[src/hsu_consts.svh]
// Constants of the hardware sync unit: register offsets, field positions,
// reset values and widths. Assumes inclusion by bare name from src/.
`ifndef HSU_CONSTS_SVH
`define HSU_CONSTS_SVH
`define HSU_ADDR_W      8
`define HSU_TMR_W       16
`define HSU_STA_W       5
`define HSU_CTRL_OFS    8'h00
`define HSU_ECFG_OFS    8'h04
`define HSU_SCMP_OFS    8'h08
`define HSU_BTMR_OFS    8'h0c
`define HSU_STMR_OFS    8'h10
`define HSU_STAT_OFS    8'h14
`define HSU_CLR_OFS     8'h18
`define HSU_IEN_OFS     8'h1c
`define HSU_EN_BIT      0
`define HSU_MODE_BIT    1
`define HSU_RISE_BIT    7
`define HSU_GATE_BIT    8
`define HSU_CTRL_W      9
`define HSU_ECFG_LSB    4
`define HSU_ECFG_MSB    7
`define HSU_ST_BRISE    0
`define HSU_ST_BCMP     1
`define HSU_ST_BOVF     2
`define HSU_ST_SCMP     3
`define HSU_ST_SYNC     4
`define HSU_CTRL_RST    9'h000
`define HSU_ECFG_RST    4'h5
`define HSU_TMR_RST     16'h0000
`define HSU_CMP_RST     16'hffff
`define HSU_STA_RST     5'h00
`endif

[src/hsu_pkg.sv]
// Types shared by the hardware sync unit files.
// Assumes nothing beyond a SystemVerilog compiler.
package hsu_pkg;
  typedef enum logic [1:0] {
    LS_WAIT_BREAK,
    LS_WAIT_SYNC,
    LS_DATA
  } lin_state_t;
endpackage

[src/lin_break_sync_rx_gate.sv]
// Hardware sync unit for a single-wire bus: break and sync timers,
// receive gating toward the UART, status flags, interrupt, APB slave.
// Assumes bus_rxd comes from the transceiver and the UART takes uart_rxd.
//
// Notes on behaviour
// - LIN mode, gate set: UART input held high until break and sync seen.
// - LIN mode, gate clear: bus data passes to the UART.
// - Pulse-width read mode, gate set: each rising edge sets status bit 0.
// - Break timer starts on falling edge, stops on next rising edge.
// - Break timer equal to its compare value raises an interrupt.
// - Break timer overflow raises an interrupt for stuck-bus faults.
// - Pulse-width write mode, gate clear: no break interrupts on rising edges.
// - Gate clear during transmit avoids an interrupt on bus release.
// - Write mode: compare status bit 3 marks when to release the bus.
// - In write mode the break timer still stops on rising edges.
// - Stop-edge bit set: sync timer stops on the configured rising edge.
// - Stop-edge bit clear: sync timer stops on the configured falling edge.
// - Mode bit set selects pulse-width bus, clear selects LIN.
// - Sync bit timer equal to compare sets status bit 3 and interrupts.
`timescale 1ns/100ps
`default_nettype none
`include "hsu_consts.svh"
module lin_break_sync_rx_gate
  import hsu_pkg::*;
(
  input  wire logic                   clk,     // System clock, 25 MHz.
  input  wire logic                   rst,     // Asynchronous reset, active high.
  input  wire logic                   psel,    // APB select.
  input  wire logic                   penable, // APB access phase.
  input  wire logic                   pwrite,  // APB write.
  input  wire logic [`HSU_ADDR_W-1:0] paddr,   // APB byte address.
  input  wire logic [31:0]            pwdata,  // APB write data.
  output logic      [31:0]            prdata,  // APB read data.
  output logic                        pready,  // APB ready.
  output logic                        pslverr, // APB error on unmapped address.
  input  wire logic                   bus_rxd, // Bus receive level.
  output logic                        uart_rxd,// Gated receive level to UART.
  output logic                        irq      // Level interrupt.
);
  logic                  lvl, rise, fall;
  logic [`HSU_CTRL_W-1:0] ctrl_q, ctrl_d;
  logic [3:0]            ecfg_q, ecfg_d;
  logic [`HSU_TMR_W-1:0] scmp_q, scmp_d, bcmp_q, bcmp_d;
  logic [`HSU_STA_W-1:0] sta_q, sta_d, ien_q, ien_d, clr;
  logic [31:0]           prdata_q, prdata_d;
  logic                  pready_q, pready_d, pslverr_q, pslverr_d;
  logic                  irq_q, irq_d, urx_q, urx_d;
  logic                  en, mode, gate, srise, setup, wr;
  logic [`HSU_TMR_W-1:0] bcnt, scnt;
  logic                  brun, bhit, bovf, srun, shit, sovf;
  logic                  sstart, sstop, sel_edge;
  logic [3:0]            ecnt_q, ecnt_d;
  lin_state_t            st_q, st_d;
  logic                  brk_ok_q, brk_ok_d;

  assign en    = ctrl_q[`HSU_EN_BIT];
  assign mode  = ctrl_q[`HSU_MODE_BIT];
  assign gate  = ctrl_q[`HSU_GATE_BIT];
  assign srise = ctrl_q[`HSU_RISE_BIT];
  assign setup = psel & ~penable;
  assign wr    = psel & penable & pwrite & pready_q;

  // Edges come only from the synchronised copy of the bus.
  bus_edge_sync u_sync (
    .clk  (clk),
    .rst  (rst),
    .rxd  (bus_rxd),
    .lvl  (lvl),
    .rise (rise),
    .fall (fall)
  );

  // Break timer: falling edge starts, rising edge stops and holds.
  pulse_timer u_brk (
    .clk     (clk),
    .rst     (rst),
    .start   (en & fall),
    .stop    (en & rise),
    .cmp     (bcmp_q),
    .count   (bcnt),
    .running (brun),
    .hit     (bhit),
    .ovf     (bovf)
  );

  // Sync timer: started at the first falling edge, stopped at the Nth selected edge.
  pulse_timer u_syn (
    .clk     (clk),
    .rst     (rst),
    .start   (sstart),
    .stop    (sstop),
    .cmp     (scmp_q),
    .count   (scnt),
    .running (srun),
    .hit     (shit),
    .ovf     (sovf)
  );

  // The starting falling edge counts as falling edge one.
  assign sel_edge = srise ? rise : fall;
  assign sstart   = en & fall & ~srun & (mode | (st_q == LS_WAIT_SYNC));
  assign sstop    = en & srun & sel_edge & (ecnt_q + 4'h1 >= ecfg_q);

  always_comb begin
    ecnt_d = ecnt_q;
    if (sstart) begin
      ecnt_d = srise ? 4'h0 : 4'h1;
    end else if (srun & sel_edge) begin
      ecnt_d = ecnt_q + 4'h1;
    end
  end

  // LIN frame tracking: a low pulse reaching the break compare is a break.
  always_comb begin
    st_d     = st_q;
    brk_ok_d = brk_ok_q;
    if (fall) begin
      brk_ok_d = 1'b0;
    end else if (bhit) begin
      brk_ok_d = 1'b1;
    end
    if (!en || mode) begin
      st_d = LS_WAIT_BREAK;
    end else if (rise && brk_ok_q) begin
      st_d = LS_WAIT_SYNC;
    end else if (st_q == LS_WAIT_SYNC && sstop) begin
      st_d = LS_DATA;
    end
  end

  // UART input: forced high while gated, else follows the bus.
  always_comb begin
    urx_d = lvl;
    if (en && !mode && gate && st_q != LS_DATA) begin
      urx_d = 1'b1;
    end
  end

  // Sticky status: a set in the same cycle as a clear wins.
  always_comb begin
    sta_d = sta_q & ~clr;
    if (mode && gate && rise) begin
      sta_d[`HSU_ST_BRISE] = 1'b1;
    end
    if (bhit) begin
      sta_d[`HSU_ST_BCMP] = 1'b1;
    end
    if (bovf) begin
      sta_d[`HSU_ST_BOVF] = 1'b1;
    end
    if (shit) begin
      sta_d[`HSU_ST_SCMP] = 1'b1;
    end
    if (sstop || sovf) begin
      sta_d[`HSU_ST_SYNC] = 1'b1;
    end
    irq_d = |(sta_q & ien_q);
  end

  // Register writes land only at the access edge with pready high.
  always_comb begin
    ctrl_d = ctrl_q;
    ecfg_d = ecfg_q;
    scmp_d = scmp_q;
    bcmp_d = bcmp_q;
    ien_d  = ien_q;
    clr    = '0;
    if (wr) begin
      unique case (paddr)
        `HSU_CTRL_OFS: ctrl_d = pwdata[`HSU_CTRL_W-1:0];
        `HSU_ECFG_OFS: ecfg_d = pwdata[`HSU_ECFG_MSB:`HSU_ECFG_LSB];
        `HSU_SCMP_OFS: scmp_d = pwdata[`HSU_TMR_W-1:0];
        `HSU_BTMR_OFS: bcmp_d = pwdata[`HSU_TMR_W-1:0];
        `HSU_CLR_OFS:  clr    = pwdata[`HSU_STA_W-1:0];
        `HSU_IEN_OFS:  ien_d  = pwdata[`HSU_STA_W-1:0];
        default:       clr    = '0;
      endcase
    end
  end

  // Read data and error are staged in the setup cycle, so every access
  // completes in its first access cycle.
  always_comb begin
    prdata_d  = prdata_q;
    pslverr_d = 1'b0;
    pready_d  = setup;
    if (setup) begin
      prdata_d = 32'h0000_0000;
      unique case (paddr)
        `HSU_CTRL_OFS: prdata_d[`HSU_CTRL_W-1:0] = ctrl_q;
        `HSU_ECFG_OFS: prdata_d[`HSU_ECFG_MSB:`HSU_ECFG_LSB] = ecfg_q;
        `HSU_SCMP_OFS: prdata_d[`HSU_TMR_W-1:0] = scmp_q;
        `HSU_BTMR_OFS: prdata_d[`HSU_TMR_W-1:0] = bcnt;
        `HSU_STMR_OFS: prdata_d[`HSU_TMR_W-1:0] = scnt;
        `HSU_STAT_OFS: prdata_d[`HSU_STA_W-1:0] = sta_q;
        `HSU_CLR_OFS:  prdata_d = 32'h0000_0000;
        `HSU_IEN_OFS:  prdata_d[`HSU_STA_W-1:0] = ien_q;
        default:       pslverr_d = 1'b1;
      endcase
    end
  end

  always_ff @(posedge clk or posedge rst) begin
    if (rst) begin
      ctrl_q    <= `HSU_CTRL_RST;
      ecfg_q    <= `HSU_ECFG_RST;
      scmp_q    <= `HSU_CMP_RST;
      bcmp_q    <= `HSU_CMP_RST;
      ien_q     <= `HSU_STA_RST;
      sta_q     <= `HSU_STA_RST;
      ecnt_q    <= 4'h0;
      st_q      <= LS_WAIT_BREAK;
      brk_ok_q  <= 1'b0;
      urx_q     <= 1'b1;
      irq_q     <= 1'b0;
      prdata_q  <= 32'h0000_0000;
      pready_q  <= 1'b0;
      pslverr_q <= 1'b0;
    end else begin
      ctrl_q    <= ctrl_d;
      ecfg_q    <= ecfg_d;
      scmp_q    <= scmp_d;
      bcmp_q    <= bcmp_d;
      ien_q     <= ien_d;
      sta_q     <= sta_d;
      ecnt_q    <= ecnt_d;
      st_q      <= st_d;
      brk_ok_q  <= brk_ok_d;
      urx_q     <= urx_d;
      irq_q     <= irq_d;
      prdata_q  <= prdata_d;
      pready_q  <= pready_d;
      pslverr_q <= pslverr_d;
    end
  end

  assign prdata   = prdata_q;
  assign pready   = pready_q;
  assign pslverr  = pslverr_q; // Only ever set together with pready_q.
  assign uart_rxd = urx_q;
  assign irq      = irq_q;
endmodule
`default_nettype wire

[src/bus_edge_sync.sv]
// Bus input synchroniser with rise and fall detection.
// Assumes the bus idles high and rxd may change at any time.
`timescale 1ns/100ps
`default_nettype none
module bus_edge_sync (
  input  wire logic clk,   // System clock.
  input  wire logic rst,   // Asynchronous reset, active high.
  input  wire logic rxd,   // Raw bus level.
  output logic      lvl,   // Synchronised bus level.
  output logic      rise,  // One-cycle pulse on a rising edge.
  output logic      fall   // One-cycle pulse on a falling edge.
);
  logic s1_q, s2_q, s3_q, rise_q, fall_q;
  logic s1_d, s2_d, s3_d, rise_d, fall_d;

  // Only s2 reads s1, so a metastable s1 never reaches the edge logic.
  always_comb begin
    s1_d   = rxd;
    s2_d   = s1_q;
    s3_d   = s2_q;
    rise_d = s2_q & ~s3_q;
    fall_d = ~s2_q & s3_q;
  end

  // Idle-high reset keeps a quiet bus from showing a false edge.
  always_ff @(posedge clk or posedge rst) begin
    if (rst) begin
      s1_q   <= 1'b1;
      s2_q   <= 1'b1;
      s3_q   <= 1'b1;
      rise_q <= 1'b0;
      fall_q <= 1'b0;
    end else begin
      s1_q   <= s1_d;
      s2_q   <= s2_d;
      s3_q   <= s3_d;
      rise_q <= rise_d;
      fall_q <= fall_d;
    end
  end

  assign lvl  = s3_q;
  assign rise = rise_q;
  assign fall = fall_q;
endmodule
`default_nettype wire

[src/pulse_timer.sv]
// Start/stop cycle timer with compare and overflow pulses.
// Assumes start and stop are one-cycle pulses; start wins if both come.
`timescale 1ns/100ps
`default_nettype none
`include "hsu_consts.svh"
module pulse_timer (
  input  wire logic                  clk,     // System clock.
  input  wire logic                  rst,     // Asynchronous reset, active high.
  input  wire logic                  start,   // Clear and run.
  input  wire logic                  stop,    // Halt, holding the count.
  input  wire logic [`HSU_TMR_W-1:0] cmp,     // Compare value.
  output logic      [`HSU_TMR_W-1:0] count,   // Current or held count.
  output logic                       running, // Timer is counting.
  output logic                       hit,     // Pulse: count equals compare.
  output logic                       ovf      // Pulse: count reached max; the timer halts there.
);
  logic [`HSU_TMR_W-1:0] cnt_q, cnt_d;
  logic                  run_q, run_d, hit_q, hit_d, ovf_q, ovf_d;

  // Overflow halts the timer so a stuck bus is reported once, not repeatedly.
  always_comb begin
    cnt_d = cnt_q;
    run_d = run_q;
    hit_d = 1'b0;
    ovf_d = 1'b0;
    if (start) begin
      cnt_d = `HSU_TMR_RST;
      run_d = 1'b1;
    end else if (stop) begin
      run_d = 1'b0;
    end else if (run_q) begin
      hit_d = (cnt_q == cmp);
      if (&cnt_q) begin
        ovf_d = 1'b1;
        run_d = 1'b0;
      end else begin
        cnt_d = cnt_q + 1'b1;
      end
    end
  end

  always_ff @(posedge clk or posedge rst) begin
    if (rst) begin
      cnt_q <= `HSU_TMR_RST;
      run_q <= 1'b0;
      hit_q <= 1'b0;
      ovf_q <= 1'b0;
    end else begin
      cnt_q <= cnt_d;
      run_q <= run_d;
      hit_q <= hit_d;
      ovf_q <= ovf_d;
    end
  end

  assign count   = cnt_q;
  assign running = run_q;
  assign hit     = hit_q;
  assign ovf     = ovf_q;
endmodule
`default_nettype wire

[config.mk]
export PLATFORM = sky130hd
export DESIGN_NAME = lin_break_sync_rx_gate
export DESIGN_NICKNAME = d
export VERILOG_FILES = /design/src/hsu_pkg.sv /design/src/lin_break_sync_rx_gate.sv /design/src/bus_edge_sync.sv /design/src/pulse_timer.sv
export VERILOG_INCLUDE_DIRS = /design/src /design/src/src
export SDC_FILE = /design/constraint.sdc
export NUM_CORES = 1
export LEC_CHECK = 0
export ABC_AREA = 0
export ABC_CLOCK_PERIOD_IN_PS = 3700
export BUFFER_PORTS_ARGS = -buffer_cell sky130_fd_sc_hd__buf_2
export CAP_MARGIN = 20
export CORE_ASPECT_RATIO = 1.1
export CORE_MARGIN = 10
export CORE_UTILIZATION = 50
export CTS_CLUSTER_SIZE = 16
export DETAILED_ROUTE_END_ITERATION = 6
export PLACE_DENSITY = 0.75
export RECOVER_POWER = 25
export SLEW_MARGIN = 20
export SYNTH_ARGS = -nofsm -noshare
export SYNTH_HDL_FRONTEND = slang
export SYNTH_SLANG_ARGS = --single-unit
[constraint.sdc]
create_clock -name clk -period 3.7 [get_ports clk]
set_input_delay 0.37 -clock clk [delete_from_list [all_inputs] [get_ports clk]]
set_output_delay 0.37 -clock clk [all_outputs]
set_load 0.02 [all_outputs]
==> metrics.txt <==
Starting Density 0.513; crit path buf inv count 0; synth top area cells dfrtp_1, dfstp_2, mux2_2; synthesized instance count 601; critical path's top delay family simple AND/OR/NAND/NOR gates; multi-input logic area 3080 um^2; Sink Count 125; Worst Path Max Fanout 10; wire per inst 20.8 um; Hold Vio Cnt, Final 0; DRC 0; Worst Path Arrival approximately 3.2 ns; Crit. End Element flop; fin nets 693; gr usage total 0.190; CP max stage delay 0.63 ns; H-tree depth 4; first-pass GRT wire length about 27000 um; CTS buffer count 17; critical-path cell list ha_1 -> xor2_1 -> ha_1 -> o21a_1 -> nor2_1 -> nor4b_2 -> nor2_1 -> a221o_1; core outline area 12700 um^2; Synth Flop Type dfrtp_1; ratio of final minimum period to clock period 0.777; asr flop ratio synth 1.00; CP Class flop to flop; GP Congestion between 0.9 and 1; Worst Hold Class primary input to flop; RSZ-0062 raised after global routing false; final setup violation count 0; initial antenna violation count 1; startpoint types flop; CTS tree built; commonest non-fill, non-tap cell in the layout dfrtp_1; clk slew on worst S/H paths 0.06 ns; worst reg2reg path depth 8; WP depth 8; LEAKAGE 3.49 nW; PwrDens 437 nW/um^2; relative max-transition margin -0.747; Synth warnings 0; vias per inst 6.11; synthesized flop and latch total 125; # rows 43; Setup WS pre-CTS 0.822 ns; Filler Cells Inserted 1057; Area growth syn-to-layout 13.4%; DIE AREA between 15000 and 20000 um^2; final core utilization 0.582; CTS resizes 0; fmax ~350 MHz; Max Cap Violations 1; worst vdd ir about 0.31 mV; failing checks capacitance limit, slew limit; Total Wirelength 16900 um; slowest library cell on the worst path nor4b_2; DR iter-0 viols 412; Synth top area share 0.334; worst slew pin tran approximately 2.6 ns; io pins around 80; largest net degree at the start of global routing 67; Worst EP required 4.00 ns; WHS about 0.046 ns; skew final 0.00791 ns; Skew-Pair Late Insertion Delay 0.42 ns; Die Height 140 um; Yosys top cell by area dfrtp_1; setup_tns 0 ns; clock buffer depth 2; share of cells above drive strength 1 0.285; minimum clock period 2.88 ns; CTS Root Cell clkbuf_16; most frequent cells in the layout dfrtp_1, mux2_2, buf_2; # port buffers 49; first-pass iteration count of the detailed router 6; aggregate global routing overflow 0; Cell Area, Synth 6520 um^2; vias between 4000 and 5000; DPL Wire Length 12400 um; post-CTS setup buffer count 0; vias in the first global route approximately 5000; setup ws final 0.824 ns; die span in x 129 um; post-synthesis cell type count just over 60; Max Slew Vio Count 60; Seq/Total Area, Yosys 0.487; Worst Hold Path Cells 1; Avg Inst Size Synth 10.8 um^2; Final ANT Viol Nets 0; status complete, but fails checks; Post-synth EDFFs 0; register area 3180 um^2; hold buffer count at cts 0
## Yosys cell counts (4+ instances only)
cell / count
clkbuf_1: 28
a22oi_1: 16
a21o_1: 4
nand2b_1: 4
nor2b_1: 4
o21ai_0: 28
dfrtp_1: 87
xor2_1: 35
nand3_1: 11
inv_1: 13
o211ai_1: 6
dfstp_2: 38
nor2_1: 37
xnor2_1: 12
and4_1: 5
a21oi_1: 14
nand4_1: 14
a22o_1: 9
ha_1: 7
a221oi_1: 6
nor3_1: 14
mux2_2: 58
nand2_1: 39
mux2i_1: 14
nor4_1: 17
a221o_1: 7
buf_4: 16
and2_1: 6
## metrics by stage
| step | power, mW | instance area [um^2] | instances |
|---|---|---|---|
| final | 3.23 | 7390 | 811 |
| after detailed placement | 1.61 | 6800 | 778 |
| after global routing | 3.34 | 7390 | 811 |
| after floorplan | 1.55 | 6580 | 616 |
| after CTS | 3.25 | 7390 | 810 |
| after global placement | 1.60 | 6800 | 778 |
## cell type report
type                       count  area share
sequential                   125       0.430
multi-input combinational    429       0.417
clock buffer                  26      0.0689
timing repair buffer          54      0.0399
tap                          157      0.0266
clock inverter                 6      0.0112
inverter                      13     0.00677
antenna                        1    0.000338
## cell families after synthesis
| group | count (synthesis) | share of synthesized area |
|---|---|---|
| xor gates and xnor gates | 47 | 0.0631 |
| other | 1 | 0.000575 |
| AOI/OAI and AO/OA | 111 | 0.119 |
| and+or+nand+nor | 176 | 0.146 |
| adders and majority gates | 7 | 0.0134 |
| muxes | 72 | 0.122 |
| DFF | 125 | 0.487 |
| buffers and inverters | 62 | 0.0488 |
## state kept, by name, indices dropped and copies added, names as in the netlist, 2 cells and up
signal / cells
bcmp_q: 16
ctrl_q: 9
ecfg_q: 4
ecnt_q: 4
ien_q: 5
prdata: 16
scmp_q: 16
st_q: 2
sta_q: 5
u_brk.count: 16
u_syn.count: 16
## report_power, final
| part | internal (mW) | switching (mW) | total, mW |
|---|---|---|---|
| combinational | 0.0526 | 0.115 | 0.168 |
| sequential | 1.39 | 0.0252 | 1.42 |
| clock | 1.08 | 0.569 | 1.64 |
## worst paths after layout
path	from	end	slack [ns]
max	ecnt_q[0]	u_syn.count[8]	0.82
min	bus_rxd	u_sync.s1_q	0.05
max reg2reg	ecnt_q[0]	u_syn.count[8]	0.82
min reg2reg	u_sync.s1_q	u_sync.s2_q	0.36
max in group asynchronous	rst	scmp_q[3]	1.80
min in group asynchronous	rst	u_brk.count[12]	0.68
## layer usage
metal  track usage  wire [um]  share of wire
met2         0.289       7850           0.46
met5             0          0              0
met4        0.0845        510          0.030
met1         0.236       7120           0.42
met3        0.0684       1420          0.084
Note: power is estimated with default switching activity, not from simulation.
